===== src/cpl_pkg.sv =====
// Constants and types for the clock chip control and status pin logic
// Function
// Address-one pin is address input for I2C, serial data out in four-wire SPI.
// Serial clock is only an input from the host; never driven here.
// Address-zero pin is I2C address bit, else active-low SPI select, pulled high.
// Interrupt output driven low, push-pull, when device status changes.
// Power-down input low puts the device in low-power mode; pulled high.
// Reset input low returns all logic and settings to defaults.
// Clock outputs stay disabled for as long as reset is held.
// Output-enable input high disables all clock outputs; pulled low.
// Lock indicator high while the loop is locked, low otherwise.
// Active-low sync input resets output dividers; pulled high.
// In manual mode the two select pins choose the active reference input.
// Select pins decode as binary index; zero picks the first input.
// Mode select high picks I2C, low picks SPI; pulled high.
// Data pin two-way in I2C and three-wire SPI, input only in four-wire SPI.
package cpl_pkg;

    localparam int CPL_PIN_W = 11;
    localparam int CPL_I2C_SEL = 0;
    localparam int CPL_SCLK = 1;
    localparam int CPL_DATA = 2;
    localparam int CPL_ADDR1 = 3;
    localparam int CPL_ADDR0_CS = 4;
    localparam int CPL_PDN = 5;
    localparam int CPL_RST = 6;
    localparam int CPL_OE = 7;
    localparam int CPL_SYNC = 8;
    localparam int CPL_INSEL0 = 9;
    localparam int CPL_INSEL1 = 10;

    // Levels the pull resistors give an open pin
    localparam logic [CPL_PIN_W-1:0] CPL_PIN_RESET = 11'h177;

    localparam int CPL_STATUS_W = 4;
    localparam int CPL_REF_IDX_W = 2;
    localparam int CPL_NUM_REFS = 4;
    localparam logic [CPL_STATUS_W-1:0] CPL_STATUS_RESET = 4'h0;
    localparam logic [CPL_NUM_REFS-1:0] CPL_REF_RESET = 4'h1;

    typedef enum logic [2:0] {
        st_reset = 3'h1,
        st_run = 3'h2,
        st_power_down = 3'h4
    } cpl_state_type;

endpackage


===== src/cpl_pin_sync.sv =====
// Three-stage pin synchroniser with agreement filter
`timescale 1ns/10ps
`default_nettype none
module cpl_pin_sync
    import cpl_pkg::*;
#(
    parameter int WIDTH = CPL_PIN_W,
    parameter logic [WIDTH-1:0] RESET_VALUE = CPL_PIN_RESET
) (
    input wire logic ref_clk,
    input wire logic resetn,
    input wire logic [WIDTH-1:0] pin,
    output logic [WIDTH-1:0] level
);

    for (genvar i = 0; i < WIDTH; i++) begin : g_bit
        logic s1;
        logic s2;
        logic s3;
        logic filt;
        logic next_filt;

        // Only a level seen by both late stages counts
        always_comb begin
            next_filt = (s2 == s3) ? s3 : filt;
        end

        always_ff @(posedge ref_clk or negedge resetn) begin
            if (!resetn) begin
                s1 <= RESET_VALUE[i];
                s2 <= RESET_VALUE[i];
                s3 <= RESET_VALUE[i];
                filt <= RESET_VALUE[i];
            end else begin
                s1 <= pin[i];
                s2 <= s1;
                s3 <= s2;
                filt <= next_filt;
            end
        end

        assign level[i] = filt;
    end

endmodule
`default_nettype wire


===== src/cpl_irq_ctrl.sv =====
// Status change detector driving the active-low interrupt
`timescale 1ns/10ps
`default_nettype none
module cpl_irq_ctrl
    import cpl_pkg::*;
(
    input wire logic ref_clk,
    input wire logic resetn,
    input wire logic soft_rst,
    input wire logic [CPL_STATUS_W-1:0] status,
    input wire logic [CPL_STATUS_W-1:0] clear,
    output logic [CPL_STATUS_W-1:0] pending,
    output logic irq_n
);

    logic [CPL_STATUS_W-1:0] prev;
    logic [CPL_STATUS_W-1:0] change;
    logic [CPL_STATUS_W-1:0] next_prev;
    logic [CPL_STATUS_W-1:0] next_pending;
    logic next_irq_n;

    always_comb begin
        change = status ^ prev;
        next_prev = status;
        // A change in the clearing cycle still sets the bit
        next_pending = (pending & ~clear) | change;
        next_irq_n = ~(|next_pending);
        if (soft_rst) begin
            next_prev = status;
            next_pending = CPL_STATUS_RESET;
            next_irq_n = 1'b1;
        end
    end

    always_ff @(posedge ref_clk or negedge resetn) begin
        if (!resetn) begin
            prev <= CPL_STATUS_RESET;
            pending <= CPL_STATUS_RESET;
            irq_n <= 1'b1;
        end else begin
            prev <= next_prev;
            pending <= next_pending;
            irq_n <= next_irq_n;
        end
    end
endmodule
`default_nettype wire


===== src/cpl_pin_ctrl.sv =====
// Control and status pin logic of the clock chip, with serial port pin muxing
`timescale 1ns/10ps
`default_nettype none
module cpl_pin_ctrl
    import cpl_pkg::*;
(
    input wire logic ref_clk,
    input wire logic resetn,
    input wire logic i2c_select,
    input wire logic sclk_pin,
    input wire logic data_pin_in,
    output logic data_pin_out,
    output logic data_pin_oe,
    input wire logic addr1_or_serial_out_in,
    output logic addr1_or_serial_out_out,
    output logic addr1_or_serial_out_oe,
    input wire logic addr0_or_chip_select_n,
    input wire logic power_down_n,
    input wire logic device_reset_n,
    input wire logic output_enable_n,
    input wire logic output_sync_n,
    input wire logic [CPL_REF_IDX_W-1:0] in_sel,
    input wire logic manual_ref_mode,
    input wire logic spi_four_wire,
    input wire logic [CPL_REF_IDX_W-1:0] core_ref_index,
    input wire logic core_pll_locked,
    input wire logic [CPL_STATUS_W-1:0] core_status,
    input wire logic [CPL_STATUS_W-1:0] irq_clear,
    input wire logic core_tx_data,
    input wire logic core_tx_en,
    output logic irq_n,
    output logic [CPL_STATUS_W-1:0] irq_pending,
    output logic pll_locked_flag,
    output logic clk_out_disable,
    output logic low_power_mode,
    output logic divider_reset,
    output logic [CPL_NUM_REFS-1:0] ref_select,
    output logic logic_reset,
    output logic ser_i2c_mode,
    output logic ser_spi_selected,
    output logic ser_sclk,
    output logic ser_sdi,
    output logic [1:0] ser_addr
);

    logic [CPL_PIN_W-1:0] pins;
    logic [CPL_PIN_W-1:0] lvl;
    logic soft_rst;
    logic i2c_mode;
    logic cs_active;
    logic [CPL_REF_IDX_W-1:0] sel_index;

    cpl_state_type state;
    cpl_state_type next_state;

    logic next_pll_locked_flag;
    logic next_clk_out_disable;
    logic next_low_power_mode;
    logic next_divider_reset;
    logic [CPL_NUM_REFS-1:0] next_ref_select;
    logic next_data_pin_out;
    logic next_data_pin_oe;
    logic next_addr1_out;
    logic next_addr1_oe;

    // Serial clock stays an input only; no driver exists for it
    always_comb begin
        pins = '0;
        pins[CPL_I2C_SEL] = i2c_select;
        pins[CPL_SCLK] = sclk_pin;
        pins[CPL_DATA] = data_pin_in;
        pins[CPL_ADDR1] = addr1_or_serial_out_in;
        pins[CPL_ADDR0_CS] = addr0_or_chip_select_n;
        pins[CPL_PDN] = power_down_n;
        pins[CPL_RST] = device_reset_n;
        pins[CPL_OE] = output_enable_n;
        pins[CPL_SYNC] = output_sync_n;
        pins[CPL_INSEL0] = in_sel[0];
        pins[CPL_INSEL1] = in_sel[1];
    end

    // Reset values stand in for the pin pull resistors
    cpl_pin_sync #(
        .WIDTH(CPL_PIN_W),
        .RESET_VALUE(CPL_PIN_RESET)
    ) u_sync (
        .ref_clk(ref_clk),
        .resetn(resetn),
        .pin(pins),
        .level(lvl)
    );

    // Pin reset acts through the filter, so a glitch caught by only one sample cannot wipe the device
    assign soft_rst = ~lvl[CPL_RST];
    assign logic_reset = soft_rst;
    assign i2c_mode = lvl[CPL_I2C_SEL];
    assign cs_active = ~i2c_mode & ~lvl[CPL_ADDR0_CS];
    assign sel_index = {lvl[CPL_INSEL1], lvl[CPL_INSEL0]};

    // Serial side view for the protocol engine
    assign ser_i2c_mode = i2c_mode;
    assign ser_spi_selected = cs_active;
    assign ser_sclk = lvl[CPL_SCLK];
    assign ser_sdi = lvl[CPL_DATA];
    // Address bits mean nothing in SPI mode, so they read as zero there
    assign ser_addr = i2c_mode ? {lvl[CPL_ADDR1], lvl[CPL_ADDR0_CS]} : 2'h0;

    cpl_irq_ctrl u_irq (
        .ref_clk(ref_clk),
        .resetn(resetn),
        .soft_rst(soft_rst),
        .status(core_status),
        .clear(irq_clear),
        .pending(irq_pending),
        .irq_n(irq_n)
    );

    // Device state
    always_comb begin
        next_state = state;
        case (state)
            st_reset: begin
                next_state = lvl[CPL_PDN] ? st_run : st_power_down;
            end
            st_run: begin
                if (!lvl[CPL_PDN]) begin
                    next_state = st_power_down;
                end
            end
            st_power_down: begin
                if (lvl[CPL_PDN]) begin
                    next_state = st_run;
                end
            end
            default: begin
                next_state = st_reset;
            end
        endcase
        if (soft_rst) begin
            next_state = st_reset;
        end
    end

    always_ff @(posedge ref_clk or negedge resetn) begin
        if (!resetn) begin
            state <= st_reset;
        end else begin
            state <= next_state;
        end
    end

    // Output control, lock, dividers and reference choice
    always_comb begin
        next_low_power_mode = (next_state == st_power_down);
        // Outputs off in reset, power down or while enable pin is high
        next_clk_out_disable = (next_state != st_run) | lvl[CPL_OE];
        next_pll_locked_flag = core_pll_locked & ~soft_rst;
        next_divider_reset = ~lvl[CPL_SYNC] | soft_rst;
        next_ref_select = '0;
        if (manual_ref_mode) begin
            next_ref_select[sel_index] = 1'b1;
        end else begin
            next_ref_select[core_ref_index] = 1'b1;
        end
        if (soft_rst) begin
            next_ref_select = CPL_REF_RESET;
        end
    end

    always_ff @(posedge ref_clk or negedge resetn) begin
        if (!resetn) begin
            low_power_mode <= 1'b0;
            clk_out_disable <= 1'b1;
            pll_locked_flag <= 1'b0;
            divider_reset <= 1'b1;
            ref_select <= CPL_REF_RESET;
        end else begin
            low_power_mode <= next_low_power_mode;
            clk_out_disable <= next_clk_out_disable;
            pll_locked_flag <= next_pll_locked_flag;
            divider_reset <= next_divider_reset;
            ref_select <= next_ref_select;
        end
    end

    // Shared serial pins
    always_comb begin
        next_data_pin_out = 1'b0;
        next_data_pin_oe = 1'b0;
        next_addr1_out = 1'b0;
        next_addr1_oe = 1'b0;
        if (i2c_mode) begin
            // Open drain: only ever pull low
            next_data_pin_oe = core_tx_en & ~core_tx_data;
        end else if (!spi_four_wire) begin
            next_data_pin_out = core_tx_data;
            next_data_pin_oe = core_tx_en & cs_active;
        end else begin
            // Four-wire: data pin is input, reply leaves on address pin
            next_addr1_out = core_tx_data;
            next_addr1_oe = core_tx_en & cs_active;
        end
        if (soft_rst) begin
            next_data_pin_oe = 1'b0;
            next_addr1_oe = 1'b0;
        end
    end

    always_ff @(posedge ref_clk or negedge resetn) begin
        if (!resetn) begin
            data_pin_out <= 1'b0;
            data_pin_oe <= 1'b0;
            addr1_or_serial_out_out <= 1'b0;
            addr1_or_serial_out_oe <= 1'b0;
        end else begin
            data_pin_out <= next_data_pin_out;
            data_pin_oe <= next_data_pin_oe;
            addr1_or_serial_out_out <= next_addr1_out;
            addr1_or_serial_out_oe <= next_addr1_oe;
        end
    end
endmodule
`default_nettype wire


===== config.mk =====
export PLATFORM = sky130hd
export DESIGN_NAME = cpl_pin_ctrl
export DESIGN_NICKNAME = d
export VERILOG_FILES = /design/src/cpl_pkg.sv /design/src/cpl_pin_sync.sv /design/src/cpl_irq_ctrl.sv /design/src/cpl_pin_ctrl.sv
export SDC_FILE = /design/constraint.sdc
export NUM_CORES = 1
export LEC_CHECK = 0
export BUFFER_PORTS_ARGS = -buffer_cell sky130_fd_sc_hd__buf_4
export CAP_MARGIN = 20
export CORE_MARGIN = 3
export CORE_UTILIZATION = 40
export CTS_BUF_LIST = sky130_fd_sc_hd__clkbuf_4
export CTS_CLUSTER_DIAMETER = 40
export DETAILED_ROUTE_END_ITERATION = 7
export GPL_ROUTABILITY_DRIVEN = 0
export PLACE_DENSITY = 0.72
export SYNTH_ARGS = -nofsm -noshare
export SYNTH_HDL_FRONTEND = slang
export SYNTH_HIERARCHICAL = 1
export SYNTH_SLANG_ARGS = --single-unit

===== constraint.sdc =====
create_clock -name ref_clk -period 2.2 [get_ports ref_clk]
set_input_delay 0.11 -clock ref_clk [delete_from_list [all_inputs] [get_ports ref_clk]]
set_output_delay 0.11 -clock ref_clk [all_outputs]
set_load 0.05 [all_outputs]

==> results.txt, run 1 <==
Total gr overflow = 0
Setup crit end kind = flop
# Max-Cap Violations = 0
TritonCTS clock tree = built
Area of the die = 0.00663 mm²
Power dissipated by switching net loads = 764 µW
Vias post-DR = 1296
Post-route non-filler standard cell count = 291
Critical-path cell list = dlygate4sd3_1 -> buf_4 -> nand3b_1 -> dlygate4sd3_1 -> a21oi_1 -> dlygate4sd3_1
Switching share of power = 26.1%
Data required time of the critical path = 2500 ps
Clock input transition at the sequential cells of the worst setup and hold paths = 120 ps
First-pass GRT wire length = 6070 µm
Boundary Pins = 52
Total Wirelength = 3620 µm
Starting density of the core = 42.9%
Most area-hungry cell type in the Yosys netlist = sky130_fd_sc_hd__dfrtp_1
YS warnings = 6
CP Launch Type = input port
Minimum clock period after layout = 1720 ps
Top-area cell type share of the netlist area = 38.5%
Classification of the worst setup path = in -> reg
Stages on the worst setup path = 6
Path class of the lowest-slack min-delay path = in -> reg
Endpoints failing hold = 0
Post-synth net total = 170
Placed cell count = 251
Share of the core filled with cells in the final layout = 58.2%
Final setup skew = 15.5 ps
Critical-path maximum fanout = 4
Chip width = 81.4 µm
Worst setup path startpoint = core_ref_index[1]
Area contributors post-synth = sky130_fd_sc_hd__dfrtp_1 (38%), sky130_fd_sc_hd__dfstp_2 (38%), sky130_fd_sc_hd__maj3_2 (5.4%), sky130_fd_sc_hd__buf_4 (3.6%), sky130_fd_sc_hd__xor2_1 (1.9%)
Post-synth ARST share = 100%
Setup Total Neg Slack = 0 ps
Measured slew at the worst slew-check pin = 788 ps
Number of buffers created by CTS = 9
Worst hold slack = 30.8 ps
Starting DRC count in detailed routing = 52
Sequential share of power = 49.6%
Final Slew Violations = 0
Most used standard cells in the synthesized netlist = sky130_fd_sc_hd__dfrtp_1 (35), sky130_fd_sc_hd__dfstp_2 (33), sky130_fd_sc_hd__buf_4 (11), sky130_fd_sc_hd__maj3_2 (11), sky130_fd_sc_hd__nor2_1 (10)
Initial antenna violation count = 0
Number of endpoints failing setup at the final stage = 0
Largest stage delay on the critical path = 560 ps
Fin crit share = 78.0%
Nets = 244
Core footprint = 0.00530 mm²
Sequential area share after synthesis = 76.6%
Share of power burned in combinational logic = 15.6%
CTS root buf = sky130_fd_sc_hd__clkbuf_4
Number of vias per cell after detailed routing = 4.45
Clock tree sinks = 68
Post-synth EDFFs = 0
Most frequent cell after synthesis = sky130_fd_sc_hd__dfrtp_1
Max Clock Freq = 583 MHz
Layout cell share with drive strength beyond 1 = 53.8%
Gate family responsible for the most delay along the worst path = buffers and inverters
Latest clock arrival within the worst-skew pair = 400 ps
Arrival time worst endpoint = 2020 ps
Diode count = 0
Result of the run = finished clean
Die Y-Extent = 81.4 µm
H-tree levels = 3
Reg2Reg Depth = 3
Buffer levels on the longest clock path = 2
Maximum VDD drop = 0.485 mV
Worst hold path startpoint = manual_ref_mode
Max-slew headroom = 47.5%
Average wire per standard cell = 12.4 µm
Post-synthesis to final-layout area growth = 35.7%
Count of state elements after synthesis = 68
RSZ-0062 raised after global routing = no
# DRC = 0
Syn Std Cell Area = 0.00228 mm²
R2r endpoint = ref_select[3]
# rows = 26
Mean cell area of the mapped netlist = 16.0 µm²
Global-route usage over all layers = 12.6%
Number of routed nets with antenna violations = 0
PortBufs = 51
Number of global-route vias before repair = 1355
Top cell by count, worst path = sky130_fd_sc_hd__dlygate4sd3_1
DRT Pass-1 Iters = 4
Power density over the cells = 947 mW/mm²
Internal Dissipation = 2160 µW
Setup slack, reg-to-reg = 660 ps
Post-Synthesis Cells = 142
Largest net degree at the start of global routing = 69
Most used DFF post-synth = sky130_fd_sc_hd__dfrtp_1
RR Startpoint = u_sync/g_bit[6].filt
Power share of the clock group = 34.8%
Destination of the critical timing path = ref_select[3]
Slowest cell on the critical path = sky130_fd_sc_hd__dlygate4sd3_1
Leakage = 0.00142 µW
Netlist cell types = 28
DPL Wire Length = 2370 µm
Gates resized, CTS repair = 0
Crit path buffers/inverters = 4
==> logic make-up (layout without fill, tap and decap cells) <==
logic type | after synthesis | after routing | share of synthesized area [%]
buf+inv | 21 | 100 | 5.28
compound gates | 11 | 11 | 4.07
flops | 68 | 68 | 76.6
fa+ha+maj | 11 | 11 | 5.44
simple gates | 26 | 26 | 6.71
xor+xnor | 5 | 5 | 1.92
==> registers in the layout (all words and copies together), names as in the netlist, 3 cells and up <==
register	flops
state	3
u_sync/g_bit.s2	11
ref_select	4
u_irq/pending	4
u_irq/prev	4
u_sync/g_bit.s1	11
u_sync/g_bit.s3	11
u_sync/g_bit.filt	11
==> metal layers <==
metal	GRT usage (%)	vias to the layer above	part of all wire [%]
met4	6.59	0	2.5
met2	19.3	50	48
met5	0	-	0
li1	-	613	-
met3	5.59	8	8.3
met1	15.1	625	42
==> power by group through the flow <==
stage	clock (µW)	combinational [µW]	sequential (µW)
floorplan	0	192	1570
global placement	0	420	1470
detailed placement	0	429	1480
CTS	1050	463	1450
global route	1120	493	1470
finish	1020	457	1450
==> what timing repair did <==
action	in CTS	in global routing
setup buffers	0	0
hold endpoints to repair	56	0
hold buffers	24	0
==> worst register-to-register path, cell delays in order, from the launching register on <==
cell and delay [ps]:
sky130_fd_sc_hd__dfstp_2 610, sky130_fd_sc_hd__inv_1 170, sky130_fd_sc_hd__a21oi_1 160, sky130_fd_sc_hd__dlygate4sd3_1 550
==> how the worst min path moves through the flow <==
| stage | endpoint | slack [ps] | depth (start not counted) |
|---|---|---|---|
| final | ref_select[2] | 30 | 3 |
| after global routing | u_irq/pending[0] | 20 | 4 |
| after CTS | ref_select[1] | 7 | 3 |
| after detailed placement | u_sync/g_bit[5].s1 | 220 | 1 |
| after global placement | u_sync/g_bit[2].s1 | 220 | 1 |
| after floorplan | addr1_or_serial_out_oe | -190 | 0 |
==> stage by stage <==
| stage | total power (µW) | cell area [µm²] | setup slack, ps |
|---|---|---|---|
| after CTS | 2970 | 3090 | 497 |
| after detailed placement | 1910 | 2660 | 919 |
| after global placement | 1890 | 2660 | 945 |
| after floorplan | 1760 | 2280 | 573 |
| after global routing | 3080 | 3090 | 422 |
| final | 2930 | 3090 | 483 |
==> cell usage in the layout (no fill, tap or decap), types with 2 or more instances in the layout <==
| master | n |
|---|---|
| sky130_fd_sc_hd__buf_4 | 51 |
| sky130_fd_sc_hd__dfrtp_1 | 35 |
| sky130_fd_sc_hd__dfstp_2 | 33 |
| sky130_fd_sc_hd__dlygate4sd3_1 | 24 |
| sky130_fd_sc_hd__maj3_2 | 11 |
| sky130_fd_sc_hd__nor2_1 | 10 |
| sky130_fd_sc_hd__clkbuf_4 | 10 |
| sky130_fd_sc_hd__inv_1 | 9 |
| sky130_fd_sc_hd__xor2_1 | 5 |
| sky130_fd_sc_hd__a21oi_2 | 4 |
| sky130_fd_sc_hd__nor3b_1 | 3 |
| sky130_fd_sc_hd__bufinv_16 | 3 |
| sky130_fd_sc_hd__a31oi_1 | 2 |
| sky130_fd_sc_hd__and2_1 | 2 |
| sky130_fd_sc_hd__clkinv_4 | 2 |
==> cell type report <==
type	count	area, µm²
clock buffer	10	75.1
fill	444	2210
sequential	68	1740
multi-input combinational	53	413
inverter	9	33.8
tap	70	87.6
clock inverter	6	113
timing repair buffer	75	623
(Power assumes the default switching activity.)
==> run 2: changes to the inputs <==
PLACE_DENSITY = 0.74   (was 0.72)
clock period = 1.48 ns   (was 2.2 ns; I/O delays follow)
==> run 2 against run 1 <==
Wire length is 3.5% higher. Clock skew down 5.1 ps. Combinational power grew 59%. First-iteration DRC count is 17% lower. Die area did not move.
==> results.txt, run 2 (same netlist as run 1, synthesis figures left out) <==
Result of the run = finished clean
Classification of the worst setup path = reg -> reg
Global-route usage over all layers = 13.1%
Measured slew at the worst slew-check pin = 465 ps
R2r endpoint = data_pin_out
Final setup skew = 10.5 ps
Area of the die = 0.00663 mm²
Number of routed nets with antenna violations = 0
Buffer levels on the longest clock path = 2
Chip width = 81.4 µm
# Max-Cap Violations = 0
Minimum clock period after layout = 1440 ps
Maximum VDD drop = 0.664 mV
Number of buffers created by CTS = 9
Number of global-route vias before repair = 1362
Layout cell share with drive strength beyond 1 = 55.0%
Max-slew headroom = 69.0%
Number of vias per cell after detailed routing = 4.31
Power density over the cells = 1240 mW/mm²
Core footprint = 0.00530 mm²
Worst hold slack = 35.3 ps
Met1 Track Usage GR = 16.7%
Path class of the lowest-slack min-delay path = in -> reg
Met3 usage in global routing = 5.04%
RSZ-0062 raised after global routing = no
Hold Crit Endpoint = u_irq/pending[3]
Setup Total Neg Slack = 0 ps
CP Launch Type = flop
Leakage = 0.00143 µW
Setup crit end kind = flop
RR Startpoint = u_sync/g_bit[0].filt
Critical-path maximum fanout = 6
Worst hold path stage count = 4
# DRC = 0
Initial antenna violation count = 0
Met2 Use GR = 18.6%
Setup slack, reg-to-reg = 40 ps
Average wire per standard cell = 12.4 µm
Diode count = 0
Share of the core filled with cells in the final layout = 58.9%
Post-synthesis to final-layout area growth = 37.3%
Largest net degree at the start of global routing = 39
Worst hold path startpoint = irq_clear[3]
H-tree levels = 3
Post-route total power = 3890 µW
Top library cells by usage in the layout, fill and taps aside = sky130_fd_sc_hd__buf_4 (55), sky130_fd_sc_hd__dfrtp_1 (35), sky130_fd_sc_hd__dfstp_2 (33)
First-pass GRT wire length = 6200 µm
Leading cell type in the layout, fill and taps excluded = sky130_fd_sc_hd__buf_4
# rows = 26
Number of endpoints failing setup at the final stage = 0
Starting density of the core = 42.9%
Starting DRC count in detailed routing = 43
Clock tree sinks = 68
Total gr overflow = 0
Final Slew Violations = 0
Boundary Pins = 52
CTS root buf = sky130_fd_sc_hd__clkbuf_4
TritonCTS clock tree = built
Clock input transition at the sequential cells of the worst setup and hold paths = 110 ps
Fin crit share = 97.2%
Total Wirelength = 3750 µm
Data required time of the critical path = 1770 ps
Endpoints failing hold = 0
Reg2Reg Depth = 3
Nets = 254
Final instance area = 0.00313 mm²
DRT Pass-1 Iters = 2
Vias post-DR = 1297
Instance area at placement = 0.00269 mm²
PortBufs = 51
Die Y-Extent = 81.4 µm
Arrival time worst endpoint = 1730 ps
Max Clock Freq = 695 MHz
DPL Wire Length = 2440 µm
Most Crowded Layer GR = met2
Latest clock arrival within the worst-skew pair = 400 ps
[run 2: changes by cell type in the layout (fill, tap and decap cells not counted), sizes merged]
cell         before  now
bufinv            3    0
buf              51   58
dlygate4sd3      24   27
clkinvlp          0    3
clkinv            3    4
inv               9    8
[run 2: power by group]
group | internal (µW) | switching [µW] | leakage, µW | total (µW)
combinational | 299 | 428 | 0.000587 | 727
sequential | 2070 | 86.1 | 0.000779 | 2150
clock | 361 | 644 | 0.0000600 | 1000
[run 2: worst max-delay path: stages (launching register included)]
cell                            delay [ps]
sky130_fd_sc_hd__dfstp_2               600
sky130_fd_sc_hd__buf_4                 140
sky130_fd_sc_hd__nor3b_1                40
sky130_fd_sc_hd__dlygate4sd3_1         550
[run 2: layout make-up]
class | count | area (µm²)
multi-input combinational | 53 | 415
clock inverter | 6 | 41.3
fill | 433 | 2180
sequential | 68 | 1740
inverter | 9 | 37.5
clock buffer | 10 | 75.1
timing repair buffer | 85 | 726
tap | 70 | 87.6
[run 2: layer usage]
metal / share of wire, % / wire [µm] / vias up
met3: 8.0 / 299 / 8
met5: 0 / 0 / -
met2: 44 / 1660 / 49
met4: 1.9 / 72 / 0
li1: - / - / 630
met1: 46 / 1720 / 610
[run 2: through the flow]
| stage | instances | setup slack (ps) |
|---|---|---|
| floorplan | 142 | 116 |
| detailed placement | 253 | 193 |
| global placement | 253 | 220 |
| CTS | 299 | 23.3 |
| finish | 301 | 42.0 |
| global route | 301 | 2.00 |
[run 2: timing repair]
item / in CTS / in global routing
buffers inserted: 3 / 2
endpoints found under the setup margin: 2 / 2
gates resized for setup: 2 / 1
hold buffers: 27 / 0
hold endpoints to repair: 78 / 0
[run 2: worst max path at each step]
stage,depth (start not counted),from,end
detailed placement,3,u_sync/g_bit[6].filt,clk_out_disable
finish,3,u_sync/g_bit[0].filt,data_pin_out
global placement,3,u_sync/g_bit[6].filt,clk_out_disable
global route,2,u_sync/g_bit[0].filt,ser_addr[0]
CTS,2,u_sync/g_bit[6].filt,logic_reset
floorplan,3,u_sync/g_bit[0].filt,addr1_or_serial_out_oe
==> run 3: changes to the inputs <==
HOLD_SLACK_MARGIN = 0.1   (was not set)
PLACE_DENSITY = 0.72   (was 0.74)
clock period = 1.6 ns   (was 1.48 ns; I/O delays follow)
==> run 3 against run 2 <==
Final area increased by 0.28%. Clock power up 6%. Setup slack improved by 84 ps. Wire length shrank 3.2%.
==> results.txt, run 3 (same netlist as run 1, synthesis figures left out) <==
Result of the run = finished clean
Average wire per standard cell = 12.1 µm
# Max-Cap Violations = 0
Clock input transition at the sequential cells of the worst setup and hold paths = 100 ps
Critical-path maximum fanout = 8
Leading cell type in the layout, fill and taps excluded = sky130_fd_sc_hd__buf_4
First-pass GRT wire length = 6270 µm
Boundary Pins = 52
Latest clock arrival within the worst-skew pair = 390 ps
Number of vias per cell after detailed routing = 4.38
# DRC = 0
Data required time of the critical path = 1520 ps
Number of buffers created by CTS = 9
Largest net degree at the start of global routing = 37
Core footprint = 0.00530 mm²
Worst hold slack = 192 ps
Maximum VDD drop = 0.592 mV
Reg2Reg Depth = 2
Endpoints failing hold = 0
Met2 wire length = 1730 µm
# rows = 26
Final worst slack = 126 ps
Leakage = 0.00143 µW
Number of global-route vias before repair = 1385
Final Slew Violations = 0
Routed metal-1 wirelength = 1490 µm
Fillers = 448
Nets = 253
Clock tree sinks = 68
Global-route usage over all layers = 13.0%
DRT Pass-1 Iters = 4
Initial antenna violation count = 0
Detailed route wirelength on metal3 = 359 µm
Vias post-DR = 1314
Share of the core filled with cells in the final layout = 59.1%
Layout cell share with drive strength beyond 1 = 53.5%
Area of the multi-input gates = 415 µm²
Max-slew headroom = 70.3%
Starting DRC count in detailed routing = 30
CP Launch Type = flop
Measured slew at the worst slew-check pin = 446 ps
Final setup skew = 12.2 ps
Diode count = 0
H-tree levels = 3
DPL Wire Length = 2290 µm
CTS root buf = sky130_fd_sc_hd__clkbuf_4
Top routing layer used = met4
TritonCTS clock tree = built
Max Clock Freq = 678 MHz
Top library cells by usage in the layout, fill and taps aside = sky130_fd_sc_hd__buf_4 (54), sky130_fd_sc_hd__dfrtp_1 (35), sky130_fd_sc_hd__dfstp_2 (33)
Starting density of the core = 42.9%
Die Y-Extent = 81.4 µm
Minimum clock period after layout = 1470 ps
Post-synthesis to final-layout area growth = 37.7%
Total Wirelength = 3630 µm
Classification of the worst setup path = reg -> out
Chip width = 81.4 µm
Worst slack after detailed placement = 327 ps
Fin crit share = 92.1%
PortBufs = 51
Area of the die = 0.00663 mm²
Path class of the lowest-slack min-delay path = in -> async
RSZ-0062 raised after global routing = no
Sequential standard cell area = 0.00174 mm²
Total gr overflow = 0
Number of routed nets with antenna violations = 0
Power density over the cells = 1190 mW/mm²
Arrival time worst endpoint = 1390 ps
Setup Total Neg Slack = 0 ps
Number of endpoints failing setup at the final stage = 0
Setup crit end kind = output port
Buffer levels on the longest clock path = 2
[run 3: worst max-delay path, stage by stage, from the launching register on]
cell and delay, ps:
sky130_fd_sc_hd__dfstp_2 620, sky130_fd_sc_hd__clkinvlp_4 170, sky130_fd_sc_hd__buf_4 220
[run 3: path summary, 6_finish.rpt]
check / startpoint / endpoint / slack [ps]
worst max-delay path: u_sync/g_bit[6].filt / logic_reset / 130
worst min-delay path: resetn / addr1_or_serial_out_out / 190
worst max register to register: u_sync/g_bit[0].filt / data_pin_out / 240
worst min register to register: u_sync/g_bit[4].s1 / u_sync/g_bit[4].s2 / 350
max in group asynchronous: resetn / u_sync/g_bit[5].filt / 810
min in group ref_clk: sclk_pin / u_sync/g_bit[1].s1 / 330
[run 3: what timing repair did]
action,CTS,global route
setup buffers,0,3
hold buffers,29,0
gates resized for setup,0,1
endpoints found under the setup margin,0,1
hold endpoints to repair,71,0
[run 3: layer usage]
metal / global-route usage, % / vias up
met5: 0 / -
met4: 4.05 / 0
met3: 7.68 / 6
met2: 20.4 / 50
met1: 14.9 / 632
li1: - / 626
[run 3: area by class of cell]
class / instances / share of cell area, %
Timing Repair Buffer: 84 / 22.8
Inverter: 9 / 1.20
Sequential cell: 68 / 55.6
Multi-Input combinational cell: 53 / 13.3
Tap cell: 70 / 2.79
Clock buffer: 13 / 3.11
Clock inverter: 3 / 1.20
[run 3: power breakdown]
group,total [µW],switching [µW],internal (µW)
logic,655,386,269
clock network,1060,523,539
registers,2000,85.1,1910
[run 3: per-stage QoR]
step / std cells / cell area [µm²] / power [µW]
finish: 300 / 3130 / 3720
detailed placement: 252 / 2680 / 2620
floorplan: 142 / 2280 / 2420
global placement: 252 / 2680 / 2610
global route: 300 / 3130 / 3930
CTS: 297 / 3110 / 3770
